==> config.mk <==
export PLATFORM = sky130hd
export DESIGN_NAME = flash_op_sequencer_status
export DESIGN_NICKNAME = d
export VERILOG_FILES = /design/src/pkg/fosq_pkg.sv /design/src/rtl/flash_op_sequencer_status.sv /design/src/rtl/fosq_timebase.sv
export SDC_FILE = /design/constraint.sdc
export NUM_CORES = 1
export LEC_CHECK = 0
export BUFFER_PORTS_ARGS = -buffer_cell sky130_fd_sc_hd__buf_4
export CAP_MARGIN = 20
export CORE_MARGIN = 5
export CORE_UTILIZATION = 45
export DETAILED_ROUTE_END_ITERATION = 8
export PLACE_DENSITY = 0.69
export SETUP_SLACK_MARGIN = 0.3
export SLEW_MARGIN = 30
export SYNTH_ARGS = -nofsm -noshare
export SYNTH_HDL_FRONTEND = slang
export SYNTH_SLANG_ARGS = --single-unit
==> constraint.sdc <==
create_clock -name clk -period 3.8 [get_ports clk]
set_input_delay 0.76 -clock clk [delete_from_list [all_inputs] [get_ports clk]]
set_output_delay 0.76 -clock clk [all_outputs]
set_load 0.01 [all_outputs]
==> src/pkg/fosq_pkg.sv <==
// constants and types for the flash operation sequencer
// ==========================================================
// Contract
// - ready/busy pin drops after strobe falls, rises when operation completes.
// - ready/busy pin rises between burst bytes to accept the next byte.
// - late burst byte is held until next programming cycle.
// - busy program verify returns complemented bits 7 and 3; zero for erase.
// - busy program verify reflects last loaded byte, not the address.
// - true bit 7 after each burst byte; true bit 3 after burst end.
// - burst ends on new row, new strobed command, or time-out.
// - chip erase clears both blocks, lock bits and map default bits.
// - block erase picks primary if A15 is 0, secondary if A15..A12 all one.
// - sector erase clears 128-byte primary or 64-byte secondary sector.
// - self-programming commands except chip erase refused on locked block.
// - self-programming commands ignored until config bit 6 is set.
// - command register write starts operation using mailbox address and data.
// - burst codes 06h polled, 86h interrupt; other commands invalid during burst.
// - security bit commands only set bits, take effect on completion.
// - map default commands change stored bits only, not active mapping.
// - status bit 2 busy during operation, clears when ready; the code keeps it set while ready/busy is high between burst bytes.
// - status bit 3 drops between burst bytes to request next byte.
// - successful verify puts read byte in data mailbox.
// - code read to a busy block fails.
// - timing oscillator runs only during an operation.
// - command bit 7 raises internal interrupt request at completion.
package fosq_pkg;
  localparam int CLK_MHZ = 100;
  localparam int TICK_DIV = 100;                     // 1 us time base
  localparam int TIMEOUT_US = 20;
  localparam int BYTE_US = 110;
  localparam int BURST_US = 45;
  localparam int SECTOR_US = 1100;
  localparam int BLOCK_US = 9400;
  localparam int CHIP_US = 11700;
  localparam int DIV_CYCLES = CLK_MHZ * 1000 / (TICK_DIV * 10);
  localparam logic [7:0] CMD_CHIP = 8'h01;
  localparam logic [7:0] CMD_BLOCK = 8'h0D;
  localparam logic [7:0] CMD_SECTOR = 8'h0B;
  localparam logic [7:0] CMD_BYTE = 8'h0E;
  localparam logic [7:0] CMD_BURST = 8'h06;
  localparam logic [7:0] CMD_VERIFY = 8'h0C;
  localparam logic [7:0] CMD_SB1 = 8'h0F;
  localparam logic [7:0] CMD_SB2 = 8'h03;
  localparam logic [7:0] CMD_SB3 = 8'h05;
  localparam logic [7:0] CMD_RB0 = 8'h08;
  localparam logic [7:0] CMD_RB1 = 8'h09;
  localparam int CMD_IRQ_BIT = 7;
  localparam int CFG_EN_BIT = 6;
  localparam int ST_BUSY_BIT = 2;
  localparam int ST_BYTE_BIT = 3;
  localparam int DP_HI_BIT = 7;
  localparam int DP_LO_BIT = 3;
  localparam logic [3:0] BLK1_TAG = 4'hF;
  localparam int ROW_SHIFT_P = 6;                    // half of 128-byte sector
  localparam int ROW_SHIFT_S = 5;                    // half of 64-byte sector
  localparam logic [7:0] ERASED = 8'h00;
  localparam logic [15:0] TIME_ZERO = 16'h0000;
  typedef enum logic [4:0] {
    FOSQ_IDLE  = 5'b0_0001,
    FOSQ_RUN   = 5'b0_0010,
    FOSQ_WAIT  = 5'b0_0100,
    FOSQ_DONE  = 5'b0_1000,
    FOSQ_HOLD  = 5'b1_0000
  } fosq_state_type;
endpackage

==> src/rtl/flash_op_sequencer_status.sv <==
// flash operation sequencer with host handshake and mailbox status
`timescale 1ns/1ps
`default_nettype none
module flash_op_sequencer_status (
  input  wire logic        clk,
  input  wire logic        resetn,
  // external host side
  input  wire logic        hostMode,
  input  wire logic        progStrobeN,
  input  wire logic [7:0]  hostCmd,
  input  wire logic [15:0] hostAddr,
  input  wire logic [7:0]  hostData,
  input  wire logic        hostVerify,
  output logic             readyBusy,
  output logic [7:0]       hostDataOut,
  // mailbox side
  input  wire logic        cmdWrite,
  input  wire logic [7:0]  cmdByte,
  input  wire logic [7:0]  addrHigh,
  input  wire logic [7:0]  addrLow,
  input  wire logic [7:0]  dataIn,
  input  wire logic [7:0]  configByte,
  output logic [7:0]       statusByte,
  output logic [7:0]       dataMailbox,
  output logic             extIrqOne,
  // code read port
  input  wire logic        codeReadReq,
  input  wire logic        codeReadBlk,
  output logic             codeReadFail,
  // flash array and option side
  input  wire logic [7:0]  arrayRdData,
  output logic             arrayWrite,
  output logic [1:0]       eraseKind,
  output logic             eraseBlk,
  output logic [15:0]      arrayAddr,
  output logic [7:0]       arrayWrData,
  output logic [2:0]       securityBits,
  output logic [1:0]       storedMapDefault,
  output logic [1:0]       activeMap,
  output logic             oscRun
);
  // ==========================================================
  // reset synchroniser
  logic [1:0] rstSync_ff;
  logic       rstN;
  always_ff @(posedge clk or negedge resetn) begin
    if (!resetn) begin
      rstSync_ff <= 2'b00;
    end else begin
      rstSync_ff <= {rstSync_ff[0], 1'b1};
    end
  end
  assign rstN = rstSync_ff[1];

  // ==========================================================
  // state
  typedef struct packed {
    fosq_pkg::fosq_state_type st;
    logic [7:0]  cmd;
    logic [15:0] addr;
    logic [7:0]  data;
    logic [15:0] timer;
    logic        fromHost;
    logic        burst;
    logic        pending;
    logic        isErase;
    logic        readyBusy;
    logic [7:0]  hostOut;
    logic [7:0]  status;
    logic [7:0]  mailbox;
    logic        irq;
    logic        readFail;
    logic        wr;
    logic [1:0]  eraseKind;
    logic        eraseBlk;
    logic [2:0]  sec;
    logic [1:0]  mapDef;
    logic [1:0]  activeMap;
    logic        mapLoaded;
    logic        strobeLast;
    logic        osc;
  } fosq_regs_type;

  fosq_regs_type r_ff;
  fosq_regs_type nxt_r;
  logic          tick;

  fosq_timebase u_tb (
    .clk  (clk),
    .rstN (rstN),
    .run  (r_ff.st != fosq_pkg::FOSQ_IDLE),
    .tick (tick)
  );

  // ==========================================================
  // decode helpers
  function automatic logic blkOf(input logic [15:0] a);
    blkOf = (a[15:12] == fosq_pkg::BLK1_TAG);
  endfunction

  function automatic logic sameRow(input logic [15:0] a, input logic [15:0] b);
    if (blkOf(a)) begin
      sameRow = (a >> fosq_pkg::ROW_SHIFT_S) == (b >> fosq_pkg::ROW_SHIFT_S);
    end else begin
      sameRow = (a >> fosq_pkg::ROW_SHIFT_P) == (b >> fosq_pkg::ROW_SHIFT_P);
    end
  endfunction

  function automatic logic [15:0] durOf(input logic [7:0] c, input logic brst);
    unique case (c[6:0])
      fosq_pkg::CMD_CHIP[6:0]:   durOf = 16'(fosq_pkg::CHIP_US);
      fosq_pkg::CMD_BLOCK[6:0]:  durOf = 16'(fosq_pkg::BLOCK_US);
      fosq_pkg::CMD_SECTOR[6:0]: durOf = 16'(fosq_pkg::SECTOR_US);
      fosq_pkg::CMD_BURST[6:0]:  durOf = brst ? 16'(fosq_pkg::BURST_US) : 16'(fosq_pkg::BYTE_US);
      fosq_pkg::CMD_VERIFY[6:0]: durOf = fosq_pkg::TIME_ZERO;
      default:                   durOf = 16'(fosq_pkg::BYTE_US);
    endcase
  endfunction

  function automatic logic isEraseCmd(input logic [7:0] c);
    isEraseCmd = (c[6:0] == fosq_pkg::CMD_CHIP[6:0]) || (c[6:0] == fosq_pkg::CMD_BLOCK[6:0])
              || (c[6:0] == fosq_pkg::CMD_SECTOR[6:0]);
  endfunction

  // locked when any lock bit guards the addressed block; bit 0 guards all
  function automatic logic lockedFor(input logic [2:0] s, input logic [15:0] a);
    lockedFor = s[0] | (blkOf(a) ? s[2] : s[1]);
  endfunction

  // ==========================================================
  // next state
  logic        hostFall;
  logic        mbStart;
  logic [7:0]  newCmd;
  logic [15:0] newAddr;
  logic [7:0]  newData;
  logic        newHost;
  logic        startReq;

  always_comb begin
    nxt_r = r_ff;
    nxt_r.wr = 1'b0;
    nxt_r.strobeLast = progStrobeN;
    hostFall = hostMode && r_ff.strobeLast && !progStrobeN;
    mbStart  = !hostMode && cmdWrite && configByte[fosq_pkg::CFG_EN_BIT];
    newHost  = hostFall;
    newCmd   = hostFall ? hostCmd : cmdByte;
    newAddr  = hostFall ? hostAddr : {addrHigh, addrLow};
    newData  = hostFall ? hostData : dataIn;
    startReq = (hostFall || mbStart)
            && (newCmd[6:0] == fosq_pkg::CMD_CHIP[6:0] || !lockedFor(r_ff.sec, newAddr));
    if (!r_ff.mapLoaded) begin
      nxt_r.activeMap = r_ff.mapDef;
      nxt_r.mapLoaded = 1'b1;
    end
    nxt_r.readFail = codeReadReq && r_ff.st != fosq_pkg::FOSQ_IDLE
                  && (r_ff.burst || blkOf(r_ff.addr) == codeReadBlk);
    unique case (r_ff.st)
      fosq_pkg::FOSQ_IDLE: begin
        nxt_r.readyBusy = 1'b1;
        nxt_r.status[fosq_pkg::ST_BUSY_BIT] = 1'b0;
        if (startReq) begin
          nxt_r.cmd = newCmd;
          nxt_r.addr = newAddr;
          nxt_r.data = newData;
          nxt_r.fromHost = newHost;
          nxt_r.isErase = isEraseCmd(newCmd);
          nxt_r.burst = 1'b0;
          nxt_r.pending = 1'b0;
          nxt_r.timer = durOf(newCmd, 1'b0);
          nxt_r.readyBusy = 1'b0;
          nxt_r.status[fosq_pkg::ST_BUSY_BIT] = 1'b1;
          nxt_r.status[fosq_pkg::ST_BYTE_BIT] = 1'b1;
          nxt_r.irq = 1'b0;
          nxt_r.st = fosq_pkg::FOSQ_RUN;
        end
      end
      fosq_pkg::FOSQ_RUN: begin
        if (tick && r_ff.timer != fosq_pkg::TIME_ZERO) begin
          nxt_r.timer = r_ff.timer - 16'h0001;
        end
        if (r_ff.timer == fosq_pkg::TIME_ZERO) begin
          nxt_r.st = fosq_pkg::FOSQ_DONE;
        end
      end
      fosq_pkg::FOSQ_DONE: begin
        // option bits live outside the array, so their commands never strobe it
        nxt_r.wr = 1'b1;
        nxt_r.eraseKind = 2'b00;
        nxt_r.eraseBlk = blkOf(r_ff.addr);
        unique case (r_ff.cmd[6:0])
          fosq_pkg::CMD_CHIP[6:0]: begin
            nxt_r.eraseKind = 2'b11;
            nxt_r.sec = 3'b000;
            nxt_r.mapDef = 2'b00;
          end
          fosq_pkg::CMD_BLOCK[6:0]:  nxt_r.eraseKind = 2'b10;
          fosq_pkg::CMD_SECTOR[6:0]: nxt_r.eraseKind = 2'b01;
          fosq_pkg::CMD_SB1[6:0]: begin
            nxt_r.wr = 1'b0;
            nxt_r.sec[0] = 1'b1;
          end
          fosq_pkg::CMD_SB2[6:0]: begin
            nxt_r.wr = 1'b0;
            nxt_r.sec[1] = 1'b1;
          end
          fosq_pkg::CMD_SB3[6:0]: begin
            nxt_r.wr = 1'b0;
            nxt_r.sec[2] = 1'b1;
          end
          fosq_pkg::CMD_RB0[6:0]: begin
            nxt_r.wr = 1'b0;
            nxt_r.mapDef[0] = 1'b1;
          end
          fosq_pkg::CMD_RB1[6:0]: begin
            nxt_r.wr = 1'b0;
            nxt_r.mapDef[1] = 1'b1;
          end
          fosq_pkg::CMD_VERIFY[6:0]: begin
            nxt_r.wr = 1'b0;
            nxt_r.mailbox = arrayRdData;
          end
          default: ;
        endcase
        if (r_ff.cmd[6:0] == fosq_pkg::CMD_BURST[6:0]) begin
          nxt_r.burst = 1'b1;
          nxt_r.readyBusy = 1'b1;
          nxt_r.status[fosq_pkg::ST_BYTE_BIT] = 1'b0;
          nxt_r.timer = 16'(fosq_pkg::TIMEOUT_US);
          nxt_r.st = fosq_pkg::FOSQ_WAIT;
        end else begin
          nxt_r.st = fosq_pkg::FOSQ_HOLD;
        end
      end
      fosq_pkg::FOSQ_WAIT: begin
        if (tick && r_ff.timer != fosq_pkg::TIME_ZERO) begin
          nxt_r.timer = r_ff.timer - 16'h0001;
        end
        if (hostFall || mbStart) begin
          if (newCmd[6:0] == fosq_pkg::CMD_BURST[6:0] && sameRow(newAddr, r_ff.addr)) begin
            nxt_r.addr = newAddr;
            nxt_r.data = newData;
            nxt_r.readyBusy = 1'b0;
            nxt_r.status[fosq_pkg::ST_BYTE_BIT] = 1'b1;
            nxt_r.cmd = newCmd;
            nxt_r.timer = durOf(newCmd, 1'b1);
            nxt_r.st = fosq_pkg::FOSQ_RUN;
            if (r_ff.timer == fosq_pkg::TIME_ZERO) begin
              nxt_r.timer = durOf(newCmd, 1'b0);
            end
          end else begin
            nxt_r.st = fosq_pkg::FOSQ_HOLD;
          end
        end else if (r_ff.timer == fosq_pkg::TIME_ZERO) begin
          nxt_r.st = fosq_pkg::FOSQ_HOLD;
        end
        nxt_r.readFail = codeReadReq;
      end
      fosq_pkg::FOSQ_HOLD: begin
        nxt_r.burst = 1'b0;
        nxt_r.readyBusy = 1'b1;
        nxt_r.status[fosq_pkg::ST_BUSY_BIT] = 1'b0;
        nxt_r.status[fosq_pkg::ST_BYTE_BIT] = 1'b1;
        nxt_r.irq = r_ff.cmd[fosq_pkg::CMD_IRQ_BIT] && !r_ff.fromHost;
        nxt_r.st = fosq_pkg::FOSQ_IDLE;
      end
      default: nxt_r.st = fosq_pkg::FOSQ_IDLE;
    endcase
    if (r_ff.irq) begin
      nxt_r.irq = 1'b0;
    end
    // data polling view for the host
    nxt_r.hostOut = arrayRdData;
    if (hostVerify && r_ff.st != fosq_pkg::FOSQ_IDLE) begin
      nxt_r.hostOut = 8'h00;
      if (!r_ff.isErase) begin
        nxt_r.hostOut[fosq_pkg::DP_HI_BIT] = ~r_ff.data[fosq_pkg::DP_HI_BIT];
        nxt_r.hostOut[fosq_pkg::DP_LO_BIT] = ~r_ff.data[fosq_pkg::DP_LO_BIT];
        if (r_ff.st == fosq_pkg::FOSQ_WAIT) begin
          nxt_r.hostOut[fosq_pkg::DP_HI_BIT] = r_ff.data[fosq_pkg::DP_HI_BIT];
        end
      end
    end
    // registered so the pin comes straight from a flop
    nxt_r.osc = nxt_r.st != fosq_pkg::FOSQ_IDLE;
  end

  // ==========================================================
  // registers
  always_ff @(posedge clk or negedge rstN) begin
    if (!rstN) begin
      r_ff <= '{st: fosq_pkg::FOSQ_IDLE, readyBusy: 1'b1, strobeLast: 1'b1, default: '0};
    end else begin
      r_ff <= nxt_r;
    end
  end

  assign readyBusy        = r_ff.readyBusy;
  assign hostDataOut      = r_ff.hostOut;
  assign statusByte       = r_ff.status;
  assign dataMailbox      = r_ff.mailbox;
  assign extIrqOne        = r_ff.irq;
  assign codeReadFail     = r_ff.readFail;
  assign arrayWrite       = r_ff.wr;
  assign eraseKind        = r_ff.eraseKind;
  assign eraseBlk         = r_ff.eraseBlk;
  assign arrayAddr        = r_ff.addr;
  assign arrayWrData      = r_ff.data;
  assign securityBits     = r_ff.sec;
  assign storedMapDefault = r_ff.mapDef;
  assign activeMap        = r_ff.activeMap;
  assign oscRun           = r_ff.osc;
endmodule
`default_nettype wire

==> src/rtl/fosq_timebase.sv <==
// one microsecond tick divider, running only when enabled
`timescale 1ns/1ps
`default_nettype none
module fosq_timebase (
  input  wire logic clk,
  input  wire logic rstN,
  input  wire logic run,
  output logic      tick
);
  logic [7:0] cnt_ff;
  // ==========================================================
  // divider
  always_ff @(posedge clk or negedge rstN) begin
    if (!rstN) begin
      cnt_ff <= 8'h00;
      tick   <= 1'b0;
    end else if (!run) begin
      cnt_ff <= 8'h00;
      tick   <= 1'b0;
    end else if (cnt_ff == 8'(fosq_pkg::DIV_CYCLES - 1)) begin
      cnt_ff <= 8'h00;
      tick   <= 1'b1;
    end else begin
      cnt_ff <= cnt_ff + 8'h01;
      tick   <= 1'b0;
    end
  end
endmodule
`default_nettype wire

==> run metrics <==
placed cells=926; Crit. End Element=register; RSZ-0062 raised after global routing=false; max-slew violations=0; io pins=151; Post-synth EDFFs=0; hpwl dp=12400 um; simple-gate share of the synthesized area=18.6%; Peak Freq=306 MHz; Mapped Avg Cell Area=9.35 sq um; Unique masters post-synth=71; CP arrival=3.52 ns; top_reg_cell synth=dfrtp_1; Power Dens Cells=347 nW/um^2; final setup fails=0; Hold Path Class=in -> async; total die area=16300 sq um; GR Overflow Total=0; crit path time final=3.27 ns; initial detailed-routing violation count=358; diode count=0; CP most frequent cell=buf_4; Root Driver=clkbuf_16; row count=43; most frequent cells after synthesis=dfrtp_1 (99), buf_4 (57), nand2_1 (56), nor2_1 (49), a21oi_1 (39); GRT Util Overall=20.6%; crit-path cells=buf_4, and3b_1, buf_4, buf_4, o221ai_1, and3_1, and4b_1, a21oi_4, buf_8, buf_16, mux2_4; Setup TNS=0 ns; largest net degree at the start of global routing=66; leading cell type by number of instances after synthesis=dfrtp_1; post-CTS sizing=0; Tcrit/Tclk final=85.9%; Post-Layout Cell Count=942; Async SR Flop Fraction=100%; global-route wire length before repair=27300 um; Power Total=2600 uW; first drt pass iteration count=5; Cell Area, Placed=7140 sq um; Final Skew=0.00876 ns; Adder-Cell Fraction of Synth Area=0.601%; total via count in the routed design=5415; Crit Path Max Fanout=21; Clock transition at path regs=0.08 ns; final hold violation count=0; initial antenna violation count=0; post-CTS setup buffer count=0; largest family of logic cells by synthesized area=simple AND/OR/NAND/NOR gates; mux cell area share after synthesis=8.77%; Synth Register Bits=102; Lkg Pwr=0.00354 uW; Port Buf Inserts=137; run status=completed; antenna-violating nets left=0; Max-cap violations=0; chip width=128 um; Setup crit start kind=input pin; core footprint=13800 sq um; Post-CTS Hold Buffers=0; Cell Area, Synth=6250 sq um; Yosys top cell area share=39.6%; routability cong.=0.845; Critical Path Slowest Stage Cell=and3b_1; die height=128 um; headroom to the max-slew limit=43.5%; critical path required time=4.05 ns; WL final=16600 um; area delta synth->final=19.6%; register area share after synthesis=40.9%; Clock Path Buffers=2; CTS tree=yes; Cells after Synth=668; largest area contributor in the synthesized netlist=dfrtp_1; Final Net Count=848; Via density=5.75; number of CTS-inserted buffers=9; Worst Max-Slew Pin Slew=0.848 ns; starting density of the core=45.4%; H-tree depth=3; layout cells sized above 1=29.1%; main area contributors after synthesis=dfrtp_1 (40%), buf_4 (6.8%), mux2i_1 (3.4%), nand2_1 (3.4%), mux2_2 (3.2%); CTS sink cnt=102; worst skew pair latency=0.36 ns; Yosys Warn Count=0; XOR/XNOR Fraction of Synth Area=3.50%; FF-to-FF path depth=10; critical path class=in -> reg; drc violations=0; CP max stage delay=0.60 ns; post-DR wirelength/cell=17.6 um; number of global-route vias before repair=5462; Synth Area in Compound Gates=16.4%; final instance area=7470 sq um; Max VDD drop=0.191 mV
[per-layer routing]
metal,GRT usage [%],part of all wire [%],vias up
met1,27.3,44,2652
met2,33.5,47,222
met3,5.17,8.3,16
met5,0,0,-
li1,-,-,2525
met4,5.87,1.2,0
[kinds of logic (layout without fill, tap and decap cells)]
| logic type | after synthesis | after routing |
|---|---|---|
| and+or+nand+nor | 227 | 227 |
| AOI/OAI and AO/OA | 147 | 147 |
| buffers and inverters | 114 | 202 |
| DFF | 102 | 102 |
| muxes | 48 | 48 |
| xor gates and xnor gates | 25 | 25 |
| adders and majority gates | 3 | 3 |
| other | 2 | 8 |
[worst max-delay path: cells and delay by family]
family,cells,cell delay [ns]
AOI/OAI and AO/OA,2,0.31
buffers and inverters,5,0.97
muxes,1,0.30
and+or+nand+nor,3,1.16
[layout make-up]
class	count	area, sq um
Inverter	26	97.6
Sequential cell	102	2560
Fill cell	1257	6300
Timing Repair Buffer	160	1230
Tap cell	180	225
Multi-Input combinational cell	458	3030
Clock buffer	9	225
Clock inverter	7	103
[power by group]
part | total, uW | switching (uW) | internal [uW]
logic | 417 | 229 | 189
clock network | 1010 | 478 | 534
registers | 1170 | 42.9 | 1120
[cells in the final DEF, fill, tap and decap left out, drive strengths merged, types with 4 or more instances in the layout]
master,count
a21boi,5
a21oi,40
a221oi,5
a31oi,10
and2,9
and3,6
and3b,4
buf,160
clkbuf,9
clkinv,4
conb,8
dfrtp,99
inv,28
mux2,27
mux2i,21
nand2,56
nand3,38
nand4,10
nor2,49
nor2b,5
nor3,14
nor3b,6
nor4,5
o211ai,8
o21ai,19
o221ai,5
o31ai,25
xnor2,17
xor2,8
[sequential cells by signal (all words and copies together), names as in the netlist, 2 cells and up]
name and cells:
r_ff 34, arrayAddr 16, arrayWrData 8, dataMailbox 8, hostDataOut 8, u_tb.cnt_ff 8, securityBits 3, activeMap 2
eraseKind 2, rstSync_ff 2, statusByte 2, storedMapDefault 2
[final timing paths]
check	startpoint	to	slack [ns]
worst max-delay path	progStrobeN	arrayAddr[2]$_DFFE_PN0P_	0.53
worst min-delay path	resetn	rstSync_ff[1]$_DFF_PN0_	0.17
worst max register to register	r_ff[1]$_DFF_PN1_	arrayAddr[2]$_DFFE_PN0P_	0.55
worst min register to register	rstSync_ff[0]$_DFF_PN0_	rstSync_ff[1]$_DFF_PN0_	0.35
max in group asynchronous	rstSync_ff[1]$_DFF_PN0_	r_ff[1]$_DFF_PN1_	2.49
min in group clk	rstSync_ff[0]$_DFF_PN0_	rstSync_ff[1]$_DFF_PN0_	0.35
[metrics by stage]
stage | hold WS (ns) | setup WS (ns) | util (%)
3_5_place_dp | 0.343 | 0.200 | 51.9
6_report | 0.166 | 0.535 | 54.2
4_1_cts | 0.147 | 0.583 | 54.2
5_1_grt | 0.153 | 0.337 | 54.2
3_3_place_gp | 0.342 | 0.0374 | 51.6
2_1_floorplan | 0.331 | 0.754 | -
(Power assumes the default switching activity.)
